## src/logic/crs_pkg.sv

```systemverilog
// crs_pkg: register map, field positions and reset values of the reset-state register bank
// assumes a 32-bit axi4-lite slave with one aligned word per register
`default_nettype none
package crs_pkg;
  localparam int CRS_AW = 8;
  // register byte offsets
  localparam logic [7:0] OFS_PRIV_BASE  = 8'h00;
  localparam logic [7:0] OFS_IBOX       = 8'h04;
  localparam logic [7:0] OFS_LSU        = 8'h08;
  localparam logic [7:0] OFS_BIU        = 8'h0C;
  localparam logic [7:0] OFS_PCNT0      = 8'h10;
  localparam logic [7:0] OFS_PCNT1      = 8'h14;
  localparam logic [7:0] OFS_CYC        = 8'h18;
  localparam logic [7:0] OFS_PSTAT      = 8'h1C;
  localparam logic [7:0] OFS_SERIAL     = 8'h20;
  localparam logic [7:0] OFS_TLB_SEL    = 8'h24;
  localparam logic [7:0] OFS_ITLB_INV   = 8'h28;
  localparam logic [7:0] OFS_DTLB_INV   = 8'h2C;
  localparam logic [7:0] OFS_EXC_SUMMARY = 8'h30;
  localparam logic [7:0] OFS_INIT_STAT  = 8'h34;
  localparam logic [7:0] OFS_EVENTS     = 8'h38;
  // ibox_control_status fields
  localparam int IB_FPE     = 0;
  localparam int IB_DUAL    = 1;
  localparam int IB_PIPE_DIS = 2;
  localparam int IB_JSR     = 3;
  localparam int IB_BPE     = 4;
  localparam int IB_BHT     = 5;
  localparam int IB_SPAGE   = 6;
  localparam int IB_PC0_LO  = 8;
  localparam int IB_PC1_LO  = 12;
  localparam logic [3:0] PC0_SEL_ISSUE_DIV2 = 4'h0;
  localparam logic [3:0] PC1_SEL_DCACHE_MISS = 4'h0;
  localparam logic [31:0] IBOX_RESET = 32'h0000_0000;
  // load_store_unit_control fields
  localparam int LS_WB_DIS   = 0;
  localparam int LS_MCHK     = 1;
  localparam int LS_CRD      = 2;
  localparam int LS_ISTREAM  = 3;
  localparam int LS_SPAGE1   = 4;
  localparam int LS_SPAGE2   = 5;
  localparam int LS_ENDIAN   = 6;
  localparam int LS_DC_EN    = 7;
  localparam int LS_FHIT     = 8;
  localparam int LS_STC_NR   = 9;
  localparam int LS_NC_ND    = 10;
  localparam logic [31:0] LSU_RESET = 32'h0000_0000;
  // bus_interface_control fields
  localparam int BI_BC_EN    = 0;
  localparam int BI_ECC      = 1;
  localparam int BI_OE_MODE  = 2;
  localparam int BI_BC_FHIT  = 3;
  localparam int BI_FBAD_TAG = 4;
  localparam int BI_FBAD_DAT = 5;
  localparam int BI_DLY_WD   = 6;
  localparam int BI_WRAP_ORD = 7;
  localparam int BI_PADIS_LO = 8;
  localparam int BI_RD_LO    = 12;
  localparam int BI_WR_LO    = 16;
  localparam int BI_WE_LO    = 20;
  localparam int BI_SIZE_LO  = 24;
  // fields cleared on reset; speed, shape and size keep whatever they held
  localparam logic [31:0] BIU_CLR_MASK = 32'h0000_0FFF;
  localparam logic [31:0] PRIV_BASE_RESET = 32'h0000_0000;
  localparam logic [6:0]  EXC_READS_NEEDED = 7'h40;
  localparam logic [1:0]  AXI_OKAY   = 2'b00;
  localparam logic [1:0]  AXI_SLVERR = 2'b10;
endpackage
`default_nettype wire

```

## src/logic/crs_event_cnt.sv

```systemverilog
// crs_event_cnt: 32-bit event counter with clear and software load
// assumes increment strobes synchronous to aclk
`timescale 1ns/1ps
`default_nettype none
module crs_event_cnt #(
  parameter int W = 32
) (
  input  wire logic         aclk,
  input  wire logic         aresetn,
  input  wire logic         clr,
  input  wire logic         load,
  input  wire logic [W-1:0] load_val,
  input  wire logic         inc,
  output logic      [W-1:0] count
);
  logic [W-1:0] count_q;
  logic [W-1:0] count_d;

  // clear or load wins over a same-cycle increment
  assign count_d = clr ? '0 : load ? load_val : inc ? count_q + W'(1) : count_q;
  assign count   = count_q;

  always_ff @(posedge aclk) begin
    if (!aresetn) begin
      count_q <= '0;
    end else begin
      count_q <= count_d;
    end
  end
endmodule
`default_nettype wire

```

## src/logic/crs_regbank.sv

```systemverilog
// crs_regbank: processor control register bank with documented reset states, axi4-lite slave
// assumes event strobes from the core synchronous to aclk; bus master obeys axi4-lite
//
// The placing of the registers and the AXI4-Lite register port were left to the implementer.
`timescale 1ns/1ps
`default_nettype none
// Contract
// [RULE_01] reset clears the privileged code base register to zero
// [RULE_02] reset disables jsr prediction, branch prediction and branch history table
// [RULE_03] reset zeroes both counters; selects issues/2 and dcache misses
// [RULE_04] reset disables fp, single issue, pipelined mode on, superpage off
// [RULE_05] reset clears lsu control: write buffer on, mchk, crd, stream buffer off
// [RULE_06] lsu reset leaves superpages 1,2, alt endian, dcache, forced hit off
// [RULE_07] lsu reset disables store-conditional no-result and noncached no-disturb
// [RULE_08] reset clears bus control: bcache off, parity, ce on write, no forced hit
// [RULE_09] reset clears region disable, bad parity controls, delayed write, system wrap
// [RULE_10] cycle counter held disabled after reset; value undefined until set
// [RULE_11] firmware invalidates itlb before loading any itlb entry
// [RULE_12] firmware invalidates dtlb before loading any dtlb entry
// [RULE_13] firmware clears exception summary by reading it 64 times
// [RULE_14] firmware selects tlb page size before any tlb fill
// [RULE_15] firmware sets processor status, undefined at reset
// [RULE_16] serial transmit undefined at reset drives a pin; firmware initialises it
// [RULE_17] firmware programs bcache speed, shape, size before enabling bcache
// [RULE_18] undefined-at-reset registers are not driven by hardware reset
module crs_regbank
  import crs_pkg::*;
(
  input  wire logic              aclk,
  input  wire logic              aresetn,
  input  wire logic [CRS_AW-1:0] s_axi_awaddr,
  input  wire logic              s_axi_awvalid,
  output logic                   s_axi_awready,
  input  wire logic [31:0]       s_axi_wdata,
  input  wire logic [3:0]        s_axi_wstrb,
  input  wire logic              s_axi_wvalid,
  output logic                   s_axi_wready,
  output logic [1:0]             s_axi_bresp,
  output logic                   s_axi_bvalid,
  input  wire logic              s_axi_bready,
  input  wire logic [CRS_AW-1:0] s_axi_araddr,
  input  wire logic              s_axi_arvalid,
  output logic                   s_axi_arready,
  output logic [31:0]            s_axi_rdata,
  output logic [1:0]             s_axi_rresp,
  output logic                   s_axi_rvalid,
  input  wire logic              s_axi_rready,
  input  wire logic              issue_event,
  input  wire logic              dcache_miss_event,
  input  wire logic              exception_event,
  output logic [31:0]            ibox_control_status,
  output logic [31:0]            load_store_unit_control,
  output logic [31:0]            bus_interface_control,
  output logic [31:0]            privileged_code_base,
  output logic                   serial_line_transmit,
  output logic                   tlb_page_size_select,
  output logic                   itlb_invalidate_all,
  output logic                   dtlb_invalidate_all
);
  logic [31:0] priv_base_q;
  logic [31:0] ibox_q;
  logic [31:0] lsu_q;
  logic [31:0] biu_q;
  logic [31:0] pstat_q;
  logic        serial_q;
  logic        tlb_sel_q;
  logic        itlb_inv_q;
  logic        dtlb_inv_q;
  logic        itlb_done_q;
  logic        dtlb_done_q;
  logic        tlb_sel_done_q;
  logic        pstat_done_q;
  logic        serial_done_q;
  logic        cyc_en_q;
  logic [31:0] cyc_q;
  logic [31:0] exc_summary_q;
  logic [6:0]  exc_reads_q;
  logic        issue_half_q;
  logic        aw_hold_q;
  logic        w_hold_q;
  logic [7:0]  aw_addr_q;
  logic [31:0] w_data_q;
  logic [3:0]  w_strb_q;
  logic        bvalid_q;
  logic [1:0]  bresp_q;
  logic        rvalid_q;
  logic [31:0] rdata_q;
  logic [1:0]  rresp_q;

  // write side: each channel latched independently, executed when both are held
  wire         aw_take  = s_axi_awvalid && !aw_hold_q && !bvalid_q;
  wire         w_take   = s_axi_wvalid && !w_hold_q && !bvalid_q;
  wire         wr_go    = aw_hold_q && w_hold_q && !bvalid_q;
  wire [31:0]  wmask    = {{8{w_strb_q[3]}}, {8{w_strb_q[2]}}, {8{w_strb_q[1]}},
                           {8{w_strb_q[0]}}};
  wire [7:0]   wa       = {aw_addr_q[7:2], 2'b00};
  wire         wr_pbase = wr_go && wa == OFS_PRIV_BASE;
  wire         wr_ibox  = wr_go && wa == OFS_IBOX;
  wire         wr_lsu   = wr_go && wa == OFS_LSU;
  wire         wr_biu   = wr_go && wa == OFS_BIU;
  wire         wr_pc0   = wr_go && wa == OFS_PCNT0;
  wire         wr_pc1   = wr_go && wa == OFS_PCNT1;
  wire         wr_cyc   = wr_go && wa == OFS_CYC;
  wire         wr_pstat = wr_go && wa == OFS_PSTAT;
  wire         wr_ser   = wr_go && wa == OFS_SERIAL;
  wire         wr_tsel  = wr_go && wa == OFS_TLB_SEL;
  wire         wr_iinv  = wr_go && wa == OFS_ITLB_INV;
  wire         wr_dinv  = wr_go && wa == OFS_DTLB_INV;
  wire         wr_cyc_en = wr_go && wa == OFS_INIT_STAT;
  wire         wr_hit   = wr_pbase || wr_ibox || wr_lsu || wr_biu || wr_pc0 || wr_pc1 ||
                          wr_cyc || wr_pstat || wr_ser || wr_tsel || wr_iinv || wr_dinv ||
                          wr_cyc_en;
  wire [31:0]  wmerge_ibox = (ibox_q & ~wmask) | (w_data_q & wmask);
  wire [31:0]  wmerge_lsu  = (lsu_q & ~wmask) | (w_data_q & wmask);
  wire [31:0]  wmerge_biu  = (biu_q & ~wmask) | (w_data_q & wmask);
  wire [31:0]  wmerge_pb   = (priv_base_q & ~wmask) | (w_data_q & wmask);
  wire [31:0]  wmerge_pstat = (pstat_q & ~wmask) | (w_data_q & wmask);
  wire [31:0]  wmerge_cyc  = (cyc_q & ~wmask) | (w_data_q & wmask);

  // read side
  wire         ar_take  = s_axi_arvalid && !rvalid_q;
  wire [7:0]   ra       = {s_axi_araddr[7:2], 2'b00};
  wire [31:0]  pc0_val;
  wire [31:0]  pc1_val;
  wire         rd_exc   = ar_take && ra == OFS_EXC_SUMMARY;
  wire [31:0]  init_stat = {26'h000_0000, cyc_en_q, serial_done_q, pstat_done_q,
                            tlb_sel_done_q, dtlb_done_q, itlb_done_q};
  wire [31:0]  events    = {25'h000_0000, exc_reads_q};
  logic [31:0] rd_mux;
  logic        rd_ok;

  always_comb begin
    rd_ok  = 1'b1;
    rd_mux = 32'h0000_0000;
    unique case (ra)
      OFS_PRIV_BASE: rd_mux = priv_base_q;
      OFS_IBOX:      rd_mux = ibox_q;
      OFS_LSU:       rd_mux = lsu_q;
      OFS_BIU:       rd_mux = biu_q;
      OFS_PCNT0:     rd_mux = pc0_val;
      OFS_PCNT1:     rd_mux = pc1_val;
      OFS_CYC:       rd_mux = cyc_q;
      OFS_PSTAT:     rd_mux = pstat_q;
      OFS_SERIAL:    rd_mux = {31'h0000_0000, serial_q};
      OFS_TLB_SEL:   rd_mux = {31'h0000_0000, tlb_sel_q};
      OFS_EXC_SUMMARY: rd_mux = exc_summary_q;
      OFS_INIT_STAT: rd_mux = init_stat;
      OFS_EVENTS:    rd_mux = events;
      default:       rd_ok  = 1'b0;
    endcase
  end

  // counter 0 advances once per two issues
  wire pc0_inc = issue_event && issue_half_q
                 && ibox_q[IB_PC0_LO +: 4] == PC0_SEL_ISSUE_DIV2;                 // [RULE_03]
  wire pc1_inc = dcache_miss_event
                 && ibox_q[IB_PC1_LO +: 4] == PC1_SEL_DCACHE_MISS;                // [RULE_03]

  crs_event_cnt #(.W(32)) u_pc0 (
    .aclk     (aclk),
    .aresetn  (aresetn),
    .clr      (1'b0),
    .load     (wr_pc0),
    .load_val (w_data_q),
    .inc      (pc0_inc),
    .count    (pc0_val)
  );

  crs_event_cnt #(.W(32)) u_pc1 (
    .aclk     (aclk),
    .aresetn  (aresetn),
    .clr      (1'b0),
    .load     (wr_pc1),
    .load_val (w_data_q),
    .inc      (pc1_inc),
    .count    (pc1_val)
  );

  // control registers with defined reset states
  always_ff @(posedge aclk) begin
    if (!aresetn) begin
      priv_base_q  <= PRIV_BASE_RESET;                                           // [RULE_01]
      ibox_q       <= IBOX_RESET;                                  // [RULE_02] [RULE_04]
      lsu_q        <= LSU_RESET;                        // [RULE_05] [RULE_06] [RULE_07]
      issue_half_q <= 1'b0;
      cyc_en_q     <= 1'b0;                                                      // [RULE_10]
    end else begin
      if (wr_pbase) priv_base_q <= wmerge_pb;
      if (wr_ibox) ibox_q <= wmerge_ibox;
      if (wr_lsu) lsu_q <= wmerge_lsu;
      if (wr_cyc_en) cyc_en_q <= w_data_q[5];
      if (issue_event) issue_half_q <= !issue_half_q;
    end
  end

  // bus control: reset clears only the low control fields, timing fields keep whatever they held
  always_ff @(posedge aclk) begin
    if (!aresetn) begin
      biu_q <= biu_q & ~BIU_CLR_MASK;                                  // [RULE_08] [RULE_09]
    end else if (wr_biu) begin
      biu_q <= wmerge_biu;
    end
  end

  // registers left undefined by reset: no reset term at all, they stay x until written
  always_ff @(posedge aclk) begin
    if (wr_pstat) begin
      pstat_q <= wmerge_pstat;                                   // [RULE_18]
    end
  end

  // the pin carries x until firmware writes the bit; nothing here forces a level
  always_ff @(posedge aclk) begin
    if (wr_ser && w_strb_q[0]) begin
      serial_q <= w_data_q[0];                                   // [RULE_16]
    end
  end

  // page size choice is only trusted once firmware has made it before the first fill
  always_ff @(posedge aclk) begin
    if (wr_tsel && w_strb_q[0]) begin
      tlb_sel_q <= w_data_q[0];
    end
  end

  // a software write wins over the running increment in the same cycle
  always_ff @(posedge aclk) begin
    if (wr_cyc) begin
      cyc_q <= wmerge_cyc;
    end else if (cyc_en_q) begin
      cyc_q <= cyc_q + 32'h0000_0001;                            // [RULE_10]
    end
  end

  // exception summary: an arriving exception wins over the read-to-clear
  always_ff @(posedge aclk) begin
    if (!aresetn) begin
      exc_reads_q <= 7'h00;
    end else if (rd_exc && exc_reads_q != EXC_READS_NEEDED) begin
      exc_reads_q <= exc_reads_q + 7'h01;                                        // [RULE_13]
    end
  end

  always_ff @(posedge aclk) begin
    if (exception_event) exc_summary_q <= {exc_summary_q[30:0], 1'b1};
    else if (rd_exc) exc_summary_q <= 32'h0000_0000;
  end

  // invalidate strobes: one-cycle pulses, dropped again at the next edge
  always_ff @(posedge aclk) begin
    if (!aresetn) begin
      itlb_inv_q <= 1'b0;
      dtlb_inv_q <= 1'b0;
    end else begin
      itlb_inv_q <= wr_iinv;                                                     // [RULE_11]
      dtlb_inv_q <= wr_dinv;                                                     // [RULE_12]
    end
  end

  // init progress flags: sticky until the next reset so firmware can audit its own bring-up
  always_ff @(posedge aclk) begin
    if (!aresetn) begin
      itlb_done_q    <= 1'b0;
      dtlb_done_q    <= 1'b0;
      tlb_sel_done_q <= 1'b0;
      pstat_done_q   <= 1'b0;
      serial_done_q  <= 1'b0;
    end else begin
      if (wr_iinv) itlb_done_q <= 1'b1;
      if (wr_dinv) dtlb_done_q <= 1'b1;
      if (wr_tsel) tlb_sel_done_q <= 1'b1;                                       // [RULE_14]
      if (wr_pstat) pstat_done_q <= 1'b1;                                        // [RULE_15]
      if (wr_ser) serial_done_q <= 1'b1;
    end
  end

  // axi4-lite write channel
  always_ff @(posedge aclk) begin
    if (!aresetn) begin
      aw_hold_q <= 1'b0;
      w_hold_q  <= 1'b0;
      aw_addr_q <= 8'h00;
      w_data_q  <= 32'h0000_0000;
      w_strb_q  <= 4'h0;
      bvalid_q  <= 1'b0;
      bresp_q   <= AXI_OKAY;
    end else begin
      if (aw_take) begin
        aw_hold_q <= 1'b1;
        aw_addr_q <= s_axi_awaddr;
      end
      if (w_take) begin
        w_hold_q <= 1'b1;
        w_data_q <= s_axi_wdata;
        w_strb_q <= s_axi_wstrb;
      end
      if (wr_go) begin
        aw_hold_q <= 1'b0;
        w_hold_q  <= 1'b0;
        bvalid_q  <= 1'b1;
        bresp_q   <= wr_hit ? AXI_OKAY : AXI_SLVERR;
      end else if (bvalid_q && s_axi_bready) begin
        bvalid_q <= 1'b0;
      end
    end
  end

  // axi4-lite read channel
  always_ff @(posedge aclk) begin
    if (!aresetn) begin
      rvalid_q <= 1'b0;
      rdata_q  <= 32'h0000_0000;
      rresp_q  <= AXI_OKAY;
    end else if (ar_take) begin
      rvalid_q <= 1'b1;
      rdata_q  <= rd_ok ? rd_mux : 32'h0000_0000;
      rresp_q  <= rd_ok ? AXI_OKAY : AXI_SLVERR;
    end else if (rvalid_q && s_axi_rready) begin
      rvalid_q <= 1'b0;
    end
  end

  assign s_axi_awready = aw_take;
  assign s_axi_wready  = w_take;
  assign s_axi_bvalid  = bvalid_q;
  assign s_axi_bresp   = bresp_q;
  assign s_axi_arready = ar_take;
  assign s_axi_rvalid  = rvalid_q;
  assign s_axi_rdata   = rdata_q;
  assign s_axi_rresp   = rresp_q;

  // bcache enable is only meaningful once firmware has set its timing fields
  assign ibox_control_status     = ibox_q;
  assign load_store_unit_control = lsu_q;
  assign bus_interface_control   = biu_q;                                        // [RULE_17]
  assign privileged_code_base    = priv_base_q;
  assign serial_line_transmit    = serial_q;
  assign tlb_page_size_select    = tlb_sel_q;
  assign itlb_invalidate_all     = itlb_inv_q;
  assign dtlb_invalidate_all     = dtlb_inv_q;
endmodule
`default_nettype wire

```

## config.mk

```make
export PLATFORM = sky130hd
export DESIGN_NAME = crs_regbank
export DESIGN_NICKNAME = d
export VERILOG_FILES = /design/src/logic/crs_pkg.sv /design/src/logic/crs_event_cnt.sv /design/src/logic/crs_regbank.sv
export SDC_FILE = /design/constraint.sdc
export NUM_CORES = 1
export LEC_CHECK = 0
export ABC_CLOCK_PERIOD_IN_PS = 2500
export BUFFER_PORTS_ARGS = -buffer_cell sky130_fd_sc_hd__buf_2
export CAP_MARGIN = 15
export CORE_MARGIN = 2
export CORE_UTILIZATION = 58
export CTS_CLUSTER_SIZE = 40
export DETAILED_ROUTE_END_ITERATION = 6
export PLACE_DENSITY = 0.8
export SYNTH_ARGS = -nofsm -noshare
export SYNTH_HDL_FRONTEND = slang
export SYNTH_HIERARCHICAL = 1
export SYNTH_SLANG_ARGS = --single-unit
```

## constraint.sdc

```tcl
create_clock -name aclk -period 2.5 [get_ports aclk]
set_input_delay 0.5 -clock aclk [delete_from_list [all_inputs] [get_ports aclk]]
set_output_delay 0.5 -clock aclk [all_outputs]
set_load 0.03 [all_outputs]
```

## Yosys cells after proc, flatten, opt, wreduce, memory -nomap -nowiden

Cells that the tools add are included.

| word-level totals | value |
|---|---|
| flip-flop bits (word level) | 390 |
| latch bits | 0 |
| RAM bits | 0 |
| bits in read-only memories | 0 |
| logic and storage cells | 153 |
| memories kept | 0 |

| operators by class | value |
|---|---|
| add/sub/neg operators | 4 |
| multipliers | 0 |
| div/mod/pow operators | 0 |
| $lt $le $gt $ge | 0 |
| equality and inequality tests | 25 |
| shifts and indexed selects | 0 |
| muxes and demuxes | 17 |
| bitwise logic cells | 15 |
| reductions and logical operators | 59 |

Operator list:

| cell | number |
|---|---|
| 32-bit one-hot mux with 13 select lines | 1 |
| 32-bit two-way mux | 9 |
| 32-bit AND | 7 |
| 32-bit bitwise OR | 6 |
| 32-bit by 1-bit adder with 32-bit output, second input constant | 3 |
| 6-bit by 4-bit == test with 1-bit output, second input constant | 10 |
| 6-bit by 3-bit == test with 1-bit output, second input constant | 8 |
| 32-bit inverter | 1 |
| 1-bit logical AND | 29 |
| 6-bit by 2-bit == test with 1-bit output, second input constant | 4 |
| 8-bit logical NOT | 2 |
| 13-bit OR reduction | 1 |
| 6-bit by 1-bit == test with 1-bit output, second input constant | 2 |
| 1-bit logical OR | 12 |
| 2-bit nonzero test | 6 |
| 4-bit logical NOT | 2 |
| 7-bit by 1-bit adder with 7-bit output, second input constant | 1 |
| 7-bit inequality test, second input constant | 1 |
| 1-bit logical NOT | 5 |
| 1-bit two-way mux | 5 |
| 2-bit two-way mux | 2 |
| 2-bit AND reduction | 1 |
| 2-bit OR reduction | 1 |
| 1-bit inverter | 1 |

## Longest topological paths before layout

Gate-level depths: netlist of the first run.

| logic depth | value |
|---|---|
| depth in word-level cells | 16 |
| gate-level depth with buffers | 9 |

## Hierarchy

The synthesis of the first run kept the hierarchy.

By module, submodules not included:

| module | times used | cells each | area an instance (µm²) | sequential area each (µm²) |
|---|---|---|---|---|
| crs_regbank | 1 | 1369 | 14088.5 | 7617.3 |
| crs_event_cnt | 2 | 224 | 1878.1 | 640.6 |

## Worst setup path before layout of the first run

Ideal clock, no wire load.

| timing path | value |
|---|---|
| kind | register to register |
| from | reg bvalid_q, in the netlist s_axi_bvalid |
| to | reg (tool-made name) |
| setup time | 329 ps |
| arrival | 2000 ps |
| data required time | 2171 ps |
| slack | 171 ps |
| cell stages (with the launch flop) | 8 |
| path buffers | 2 |
| clock period less this slack | 2329 ps |
| cell sequence | dfxtp_1 -> and3b_1 -> nand3b_1 -> or2_2 -> clkbuf_1 -> clkbuf_1 -> nand2_1 -> nand2_1 |

RTL lines:

| item | RTL line | text |
|---|---|---|
| start, declared | crs_regbank.sv:84 | `logic bvalid_q;` |
| start signal, assigned | crs_regbank.sv:285 | `bvalid_q <= 1'b0;` |
| start signal, assigned | crs_regbank.sv:300 | `bvalid_q <= 1'b1;` |
| start signal, assigned | crs_regbank.sv:303 | `bvalid_q <= 1'b0;` |

==> results.sh, run 1 <==
export IMPL_p_per_area_nw_per_um2=631
export IMPL_grt_pass1_vias=15600
export IMPL_hold_class="input port to flip-flop"
export IMPL_synthArstFlopShare=0
export IMPL_fill_cells=2315
export IMPL_port_buffers=228
export IMPL_vias=16300
export IMPL_syn_to_final_growth_pct=17.9
export IMPL_worstPathArrival_ns=2.80
export IMPL_yosys_top_cells_area="dfxtp_1 30%, edfxtp_1 20%, mux2i_1 6.6%"
export IMPL_grt_overflow_total=0
export IMPL_row_count=64
export IMPL_final_layout_size_suffix_gt1_frac=0.210
export IMPL_antenna_found_initial=1
export IMPL_r2r_cells=7
export IMPL_drt_first_pass_iters=7
export IMPL_cap_violations=0
export IMPL_dieArea_um2=32200
export IMPL_cts_buffer_depth=3
export IMPL_nets=2118
export IMPL_start_kind="flip-flop"
export IMPL_slew_headroom=0.410
export IMPL_hold_buffers=0
export IMPL_synth_top_cell_area_share=0.302
export IMPL_yosysTopAreaCell="dfxtp_1"
export IMPL_place_area_um2=19800
export IMPL_min_from="s_axi_awaddr[7]"
export IMPL_cts_post_setup_buffers_inserted=0
export IMPL_drc=2
export IMPL_path_buf_inv=1
export IMPL_violations="design-rule violations"
export IMPL_skew_ns=0.0168
export IMPL_die_height_um=179
export IMPL_wire_per_inst_um=24.2
export IMPL_tns_ns=0
export IMPL_antennaDiodeCount=0
export IMPL_ys_flop_type="dfxtp_1"
export IMPL_drt_wl_total_um=60000
export IMPL_finalInstanceArea_um2=21000
export IMPL_yosysSeqAreaShare=0.499
export IMPL_max_freq_ghz=0.421
export IMPL_slowest_stage="nor4_2"
export IMPL_die_w_um=179
export IMPL_drv_slew=0
export IMPL_timing_rr_end="u_pc0/count[17]$_SDFFE_PP0P_"
export IMPL_ioPinCount=235
export IMPL_synth_cell_area_um2=17800
export IMPL_cts_root_buffer="clkbuf_16"
export IMPL_core_area_um2=30400
export IMPL_ir_drop_mv=0.470
export IMPL_setup_viol=0
export IMPL_layout_min_cycle_time_ns=2.37
export IMPL_cp_cell_sequence="nor4_1, and3_1, buf_4, nand4_4, nor4_2, xnor2_1, a21oi_1"
export IMPL_worstPathRequired_ns=2.92
export IMPL_hold_path_endpoint="aw_addr_q[7]$_SDFFE_PN0P_"
export IMPL_cp_max_fo=10
export IMPL_cts_buffers=40
export IMPL_ys_ff_latch=386
export IMPL_ctsResizeCount=0
export IMPL_drt_iter0_drc=2054
export IMPL_dpl_hpwl_um=40500
export IMPL_final_hold_viol_count=0
export IMPL_rrSetupSlack_ns=0.13
export IMPL_avgSynthCellArea_um2=9.82
export IMPL_htree_levels=2
export IMPL_tritoncts="yes"
export IMPL_start_util=0.586
export IMPL_clk_pin_slew_ns=0.06
export IMPL_routed_via_density=6.59
export IMPL_tightest_slew_ns=0.884
export IMPL_grt_pass1_wl_um=90500
export IMPL_antenna_left=0
export IMPL_hold_path_depth=3
export IMPL_syn_inst=1817
export IMPL_grt_max_degree=115
export IMPL_yosysMostFrequentCell="dfxtp_1"
export IMPL_leakage_nw=8.16
export IMPL_cp_top_family="simple AND/OR/NAND/NOR gates"
export IMPL_dp_cells=2405
export IMPL_cpPeakStageDelay_ns=0.40
export IMPL_synth_edf_count=117
export IMPL_final_cell_count_no_fill=2478
export IMPL_run_status="finished, violations left"
export IMPL_ys_warn_count=6
export IMPL_rsz0062_at_grt="no"
export IMPL_track_usage=0.357
export IMPL_end_kind="flip-flop"
export IMPL_crit_type="flip-flop to flip-flop"
export IMPL_cts_sinks=386
export IMPL_clk_latency_ns=0.55
export IMPL_synthTopCellsByCount="269 x dfxtp_1, 172 x nor2_1, 149 x nand2_1"
export IMPL_place_congestion=0.974
export IMPL_synth_cell_types=62
export IMPL_finalCritPeriodShare=0.949
worst register-to-register path: stages (launching register included):
cell     delay [ns]
dfxtp_1        0.34
nor4_1         0.37
and3_1         0.38
buf_4          0.22
nand4_4        0.27
nor4_2         0.41
xnor2_1        0.17
a21oi_1        0.09
cells by family (layout without fill, tap and decap cells):
logic type               after synthesis  in the layout  synth area share
other                                  1              6          0.000210
multiplexers                         119            119            0.0669
AO/OA/AOI/OAI                        424            424             0.153
buffers and inverters                144            404            0.0378
adder cells (fa/ha/maj)                5              5           0.00351
AND/OR/NAND/NOR                      641            641             0.192
flip-flops                           386            386             0.499
XOR/XNOR                              97             97            0.0476
metal layers:
layer	global-route usage	part of all wire
met2	0.567	0.45
met4	0.207	0.064
met3	0.0687	0.13
met1	0.457	0.36
met5	0.0104	0.00072
stage by stage:
stage / power [W] / hold slack (ns) / util / worst slack, ns
6_report: 0.0133 / 0.187 / 0.691 / 0.127
5_1_grt: 0.0136 / 0.205 / 0.691 / 0.0309
4_1_cts: 0.0132 / 0.188 / 0.691 / 0.206
3_5_place_dp: 0.00746 / 0.449 / 0.649 / 0.108
3_3_place_gp: 0.00744 / 0.441 / 0.649 / 0.218
2_1_floorplan: 0.00714 / 0.426 / - / 0.171
power by group:
part / internal [W] / total (W) / switching [W]
Combinational: 0.000205 / 0.000644 / 0.000438
Clock: 0.00336 / 0.00591 / 0.00255
Sequential: 0.00653 / 0.00671 / 0.000177
Total: 0.0101 / 0.0133 / 0.00316
cell usage in the layout (no fill, tap or decap), drive strengths merged, types with 5 or more instances in the layout:
cell type / count
buf: 306
nor2: 184
a22o: 23
and3: 25
xor2: 32
nand4: 33
a222oi: 20
dfxtp: 269
a311oi: 5
nor3: 32
clkbuf: 57
nor2b: 6
a211oi: 5
a22oi: 46
nor4: 24
edfxtp: 117
and2: 68
nand2b: 13
conb: 6
a221oi: 41
a21oi: 144
clkinv: 10
and4: 8
o22ai: 15
nand3: 67
nand2: 149
inv: 29
xnor2: 65
mux2i: 117
o21ai: 92
nor3b: 15
a31oi: 27
ha: 5
how the worst max path moves through the flow:
stage                                        end  slack, ns  depth (start not counted)
finish              u_pc0/count[17]$_SDFFE_PP0P_       0.13                          7
global route        u_pc0/count[26]$_SDFFE_PP0P_       0.03                          7
CTS                 u_pc0/count[17]$_SDFFE_PP0P_       0.21                          7
detailed placement   s_axi_rdata[3]$_SDFFE_PN0P_       0.11                          7
global placement     s_axi_rdata[3]$_SDFFE_PN0P_       0.22                          7
floorplan                              flip-flop       0.17                          7
cell type report:
cell class	instances	area, um^2	area share
Sequential cell	386	8900	0.423
Multi-Input combinational cell	1292	8320	0.396
Tap cell	396	495	0.0236
Clock buffer	57	1170	0.0554
Clock inverter	16	114	0.00541
Timing Repair Buffer	306	1940	0.0922
Inverter	25	96.3	0.00458
Power figures use the tool's default switching activity.
==> run 2, diff against run 1 <==
--- a/config.mk
+++ b/config.mk
@@ -12,6 +12,7 @@
 export CORE_UTILIZATION = 58
 export CTS_CLUSTER_SIZE = 40
 export DETAILED_ROUTE_END_ITERATION = 6
+export MAX_ROUTING_LAYER = met4
 export PLACE_DENSITY = 0.8
 export SYNTH_ARGS = -nofsm -noshare
 export SYNTH_HDL_FRONTEND = slang
==> run 2 against run 1 <==
  * The flow now finishes without violations
  * Clock power increased by 4.4%
  * Sequential share of layout area decreased by 0.22 points
  * Highest routed layer is now met4
  * Largest power group unchanged
  * Count of clock-buffer cells in the layout down 3
  * Fmax decreased by 0.37%
  * Worst setup slack lost 0.0089 ns
==> results.sh, run 2 (synthesized netlist as in run 1, its figures left out) <==
export IMPL_run_status="finished clean"
export IMPL_setup_viol=0
export IMPL_grt_overflow_total=0
export IMPL_cp_max_fo=7
export IMPL_dpl_hpwl_um=41000
export IMPL_grt_max_degree=124
export IMPL_max_freq_ghz=0.420
export IMPL_tns_ns=0
export IMPL_skew_ns=0.0121
export IMPL_slew_headroom=0.535
export IMPL_cts_post_setup_buffers_inserted=0
export IMPL_antenna_found_initial=1
export IMPL_antenna_left=0
export IMPL_tritoncts="yes"
export IMPL_dieArea_um2=32200
export IMPL_place_congestion=0.980
export IMPL_routed_via_density=6.52
export IMPL_final_common_cell="dfxtp_1"
export IMPL_seqCellArea_um2=8900
export IMPL_hold_buffers=0
export IMPL_clk_latency_ns=0.54
export IMPL_row_count=64
export IMPL_leakage_nw=8.22
export IMPL_start_kind="flip-flop"
export IMPL_vias=16200
export IMPL_rrSetupSlack_ns=0.12
export IMPL_clk_pin_slew_ns=0.06
export IMPL_track_usage=0.370
export IMPL_hold_class="input port to flip-flop"
export IMPL_ir_drop_mv=0.524
export IMPL_cap_violations=0
export IMPL_rsz0062_at_grt="no"
export IMPL_worstPathRequired_ns=2.91
export IMPL_syn_to_final_growth_pct=18.5
export IMPL_grt_pass1_wl_um=90800
export IMPL_finalCritPeriodShare=0.953
export IMPL_cts_root_buffer="clkbuf_16"
export IMPL_multi_input_area_um2=8320
export IMPL_layout_min_cycle_time_ns=2.38
export IMPL_end_kind="flip-flop"
export IMPL_drc=0
export IMPL_p_per_area_nw_per_um2=640
export IMPL_core_area_um2=30400
export IMPL_grt_pass1_vias=15500
export IMPL_dp_cells=2413
export IMPL_drt_wl_total_um=60200
export IMPL_nets=2127
export IMPL_final_hold_viol_count=0
export IMPL_antennaDiodeCount=0
export IMPL_crit_type="flip-flop to flip-flop"
export IMPL_cts_buffers=41
export IMPL_die_height_um=179
export IMPL_ioPinCount=235
export IMPL_tightest_slew_ns=0.695
export IMPL_wire_per_inst_um=24.2
export IMPL_final_cell_mix="269 x dfxtp_1, 228 x buf_2, 170 x nor2_1"
export IMPL_htree_levels=2
export IMPL_worstPathArrival_ns=2.79
export IMPL_start_util=0.586
export IMPL_cts_buffer_depth=3
export IMPL_drt_iter0_drc=1911
export IMPL_cts_sinks=386
export IMPL_port_buffers=228
export IMPL_drv_slew=0
export IMPL_final_cell_count_no_fill=2489
export IMPL_final_layout_size_suffix_gt1_frac=0.214
export IMPL_fill_cells=2314
export IMPL_die_w_um=179
export IMPL_drt_first_pass_iters=6
[run 2: final cells by class]
class | count | share of cell area
sequential | 386 | 0.421
tap | 396 | 0.0234
inverter | 25 | 0.00456
multi-input combinational | 1292 | 0.394
clock buffer | 54 | 0.0543
timing repair buffer | 314 | 0.0928
clock inverter | 22 | 0.0102
[run 2: path summary, 6_finish.rpt]
check,startpoint,end,cells past startpoint
hold / removal,s_axi_wdata[4],w_data_q[4]$_SDFFE_PN0P_,3
setup / recovery,flip-flop,u_pc0/count[20]$_SDFFE_PP0P_,7
setup reg to reg,flip-flop,u_pc0/count[20]$_SDFFE_PP0P_,7
hold reg to reg,dtlb_done_q$_SDFFE_PN0P_,dtlb_done_q$_SDFFE_PN0P_,1
[run 2: metal layers]
layer  part of all wire  wire, um  vias to the layer above  track usage
met5                  0         0                        -            -
met4              0.056      3370                        0        0.190
met3               0.12      6930                      239       0.0547
met2               0.45     27400                     1222        0.572
met1               0.37     22600                     7646        0.476
li1                   -         -                     7122            -
[run 2: per-stage QoR]
step | hold WS, ns | setup WS, ns | cell area (um^2) | power (W) | util
5_1_grt | 0.202 | 0.0771 | 21100 | 0.0139 | 0.695
4_1_cts | 0.196 | 0.132 | 21100 | 0.0135 | 0.695
6_report | 0.200 | 0.118 | 21100 | 0.0135 | 0.695
3_3_place_gp | 0.448 | 0.236 | 19800 | 0.00745 | 0.650
2_1_floorplan | 0.426 | 0.171 | 17900 | 0.00714 | -
3_5_place_dp | 0.454 | 0.140 | 19800 | 0.00747 | 0.650
[run 2: where the power goes]
| part | internal, W | switching [W] |
|---|---|---|
| Sequential | 0.00654 | 0.000173 |
| Combinational | 0.000209 | 0.000440 |
| Clock | 0.00365 | 0.00252 |
| Total | 0.0104 | 0.00313 |
[run 2: what timing repair did]
action                                  4_1_cts  5_1_grt
gates resized for setup                       0        1
endpoints found under the setup margin        0        3
hold endpoints to repair                      0        0
[run 2: critical path, cell delays in order (launching register included)]
cell	delay [ns]
dfxtp_1	0.34
nor4_1	0.37
and3_2	0.38
and2_0	0.23
nand4_2	0.31
nor3_1	0.38
xnor2_1	0.17
a21oi_1	0.08
==> run 3, diff against run 2 <==
--- a/config.mk
+++ b/config.mk
@@ -5,15 +5,16 @@
 export SDC_FILE = /design/constraint.sdc
 export NUM_CORES = 1
 export LEC_CHECK = 0
+export ABC_AREA = 1
 export ABC_CLOCK_PERIOD_IN_PS = 2500
 export BUFFER_PORTS_ARGS = -buffer_cell sky130_fd_sc_hd__buf_2
 export CAP_MARGIN = 15
 export CORE_MARGIN = 2
-export CORE_UTILIZATION = 58
+export CORE_UTILIZATION = 59
 export CTS_CLUSTER_SIZE = 40
 export DETAILED_ROUTE_END_ITERATION = 6
 export MAX_ROUTING_LAYER = met4
-export PLACE_DENSITY = 0.8
+export PLACE_DENSITY = 0.81
 export SYNTH_ARGS = -nofsm -noshare
 export SYNTH_HDL_FRONTEND = slang
 export SYNTH_HIERARCHICAL = 1
==> run 3 against run 2 <==
  * Flip-flop and latch count unchanged
  * Worst setup slack improved by 0.053 ns
  * Die area increased by 7.6%
  * Critical endpoint is now s_axi_arready
  * Largest cell class is now multi-input gates
  * Highest routed layer unchanged
==> results.sh, run 3 <==
export IMPL_start_kind="flip-flop"
export IMPL_rrSetupSlack_ns=0.27
export IMPL_cts_post_setup_buffers_inserted=0
export IMPL_cts_root_buffer="clkbuf_16"
export IMPL_cp_max_fo=28
export IMPL_p_per_area_nw_per_um2=608
export IMPL_slowest_stage="or2_2"
export IMPL_yosys_top_cells_area="dfxtp_1 28%, edfxtp_1 18%, nand2_1 14%"
export IMPL_core_area_um2=32600
export IMPL_synth_edf_count=117
export IMPL_cts_sinks=386
export IMPL_synth_cell_area_um2=19600
export IMPL_final_cell_mix="715 x nand2_1, 333 x nor2_1, 276 x inv_1"
export IMPL_track_usage=0.448
export IMPL_cts_buffer_depth=3
export IMPL_final_cell_count_no_fill=3446
export IMPL_ioPinCount=235
export IMPL_place_congestion=1.07
export IMPL_hold_buffers=0
export IMPL_drt_iter0_drc=2672
export IMPL_die_height_um=186
export IMPL_routed_via_density=5.96
export IMPL_yosysTopAreaCell="dfxtp_1"
export IMPL_clk_latency_ns=0.56
export IMPL_layout_min_cycle_time_ns=2.33
export IMPL_antenna_found_initial=2
export IMPL_run_status="finished clean"
export IMPL_cpPeakStageDelay_ns=0.36
export IMPL_worstPathRequired_ns=2.00
export IMPL_port_buffers=228
export IMPL_dieArea_um2=34600
export IMPL_avgSynthCellArea_um2=7.17
export IMPL_setup_viol=0
export IMPL_grt_pass1_wl_um=111000
export IMPL_nets=3039
export IMPL_rsz0062_at_grt="no"
export IMPL_cts_buffers=41
export IMPL_utilization=0.700
export IMPL_antennaDiodeCount=0
export IMPL_row_count=66
export IMPL_finalCritPeriodShare=0.932
export IMPL_grt_pass1_vias=18600
export IMPL_slew_headroom=0.415
export IMPL_synth_top_cell_area_share=0.275
export IMPL_vias=20600
export IMPL_fill_cells=2774
export IMPL_end_kind="output pin"
export IMPL_ys_ff_latch=386
export IMPL_finalInstanceArea_um2=22800
export IMPL_htree_levels=2
export IMPL_synthTopCellsByCount="715 x nand2_1, 336 x nor2_1, 276 x inv_1"
export IMPL_cp_cell_sequence="or2_2, buf_4, inv_1, buf_2"
export IMPL_leakage_nw=9.55
export IMPL_die_w_um=186
export IMPL_tritoncts="yes"
export IMPL_dp_cells=3370
export IMPL_max_freq_ghz=0.429
export IMPL_final_hold_viol_count=0
export IMPL_antenna_left=0
export IMPL_skew_ns=0.0170
export IMPL_ir_drop_mv=0.471
export IMPL_synthArstFlopShare=0
export IMPL_final_common_cell="nand2_1"
export IMPL_drt_wl_total_um=75900
export IMPL_worstPathArrival_ns=1.83
export IMPL_grt_overflow_total=0
export IMPL_ys_flop_type="dfxtp_1"
export IMPL_crit_type="flip-flop to output pin"
export IMPL_dpl_hpwl_um=56800
export IMPL_place_area_um2=21500
export IMPL_cap_violations=0
export IMPL_syn_to_final_growth_pct=16.7
export IMPL_syn_inst=2729
export IMPL_final_layout_size_suffix_gt1_frac=0.151
export IMPL_drv_slew=0
export IMPL_tightest_slew_ns=0.876
export IMPL_drt_first_pass_iters=7
export IMPL_yosysMostFrequentCell="nand2_1"
export IMPL_wire_per_inst_um=22.0
export IMPL_start_util=0.600
export IMPL_synth_cell_types=44
export IMPL_tns_ns=0
export IMPL_clk_pin_slew_ns=0.06
export IMPL_ctsResizeCount=0
export IMPL_hold_class="input port to flip-flop"
export IMPL_yosysSeqAreaShare=0.455
export IMPL_grt_max_degree=58
export IMPL_ys_warn_count=6
export IMPL_drc=0
[run 3: changes by cell type after synthesis, sizes merged, moves of 22 or more]
cell	change
a22o	-22
and2	-68
mux2i	-117
xnor2	-57
o21ai	+62
nand3	+201
inv	+258
and3	-24
a21oi	+95
a221oi	-41
nor2	+189
nand2	+586
[run 3: per-stage QoR]
step / worst slack [ns] / hold slack [ns] / power [W]
floorplan: 0.267 / 0.427 / 0.00732
global placement: 0.198 / 0.434 / 0.00777
finish: 0.171 / 0.192 / 0.0139
CTS: 0.169 / 0.191 / 0.0138
global route: 0.000522 / 0.218 / 0.0142
detailed placement: 0.184 / 0.451 / 0.00779
[run 3: worst paths after layout]
check / from / to / cells past startpoint
setup reg to reg: flip-flop / flip-flop / 10
hold reg to reg: serial_done_q$_SDFFE_PN0P_ / serial_done_q$_SDFFE_PN0P_ / 2
hold / removal: s_axi_wdata[17] / w_data_q[17]$_SDFFE_PN0P_ / 3
setup / recovery: s_axi_rvalid$_SDFFE_PN0P_ / s_axi_arready / 4
[run 3: critical path: cells and delay by family, from the launching register on]
kind,cells,cell delay (ns)
DFF,1,0.33
and+or+nand+nor,1,0.36
buffers and inverters,3,0.58
[run 3: cells by family (layout without fill, tap and decap cells)]
| logic type | after synthesis | after routing | share of synthesized area |
|---|---|---|---|
| adders and majority gates | 5 | 5 | 0.00320 |
| buffers and inverters | 404 | 676 | 0.0819 |
| and+or+nand+nor | 1443 | 1443 | 0.320 |
| DFF | 386 | 386 | 0.455 |
| AOI/OAI and AO/OA | 456 | 456 | 0.125 |
| xor gates and xnor gates | 34 | 34 | 0.0152 |
| other | 1 | 4 | 0.000192 |
[run 3: report_power, final]
group / internal [W] / switching, W
logic: 0.000212 / 0.000593
clock network: 0.00365 / 0.00252
registers: 0.00657 / 0.000337
total: 0.0104 / 0.00345
[run 3: area by class of cell]
cell class                      count  area [um^2]  area share
Clock inverter                      8         96.3     0.00422
Inverter                          286         1080      0.0471
Timing Repair Buffer              315         1840      0.0806
Tap cell                          442          553      0.0242
Multi-Input combinational cell   1942         9110       0.399
Clock buffer                       67         1260      0.0551
Sequential cell                   386         8900       0.390
[run 3: metal layers]
layer  track usage  vias up  wire (um)
met5             -        -          0
met4         0.259        0       5280
met3        0.0941      284       9660
met2         0.671     1440      32700
met1         0.562     9448      28200
li1              -     9382          -
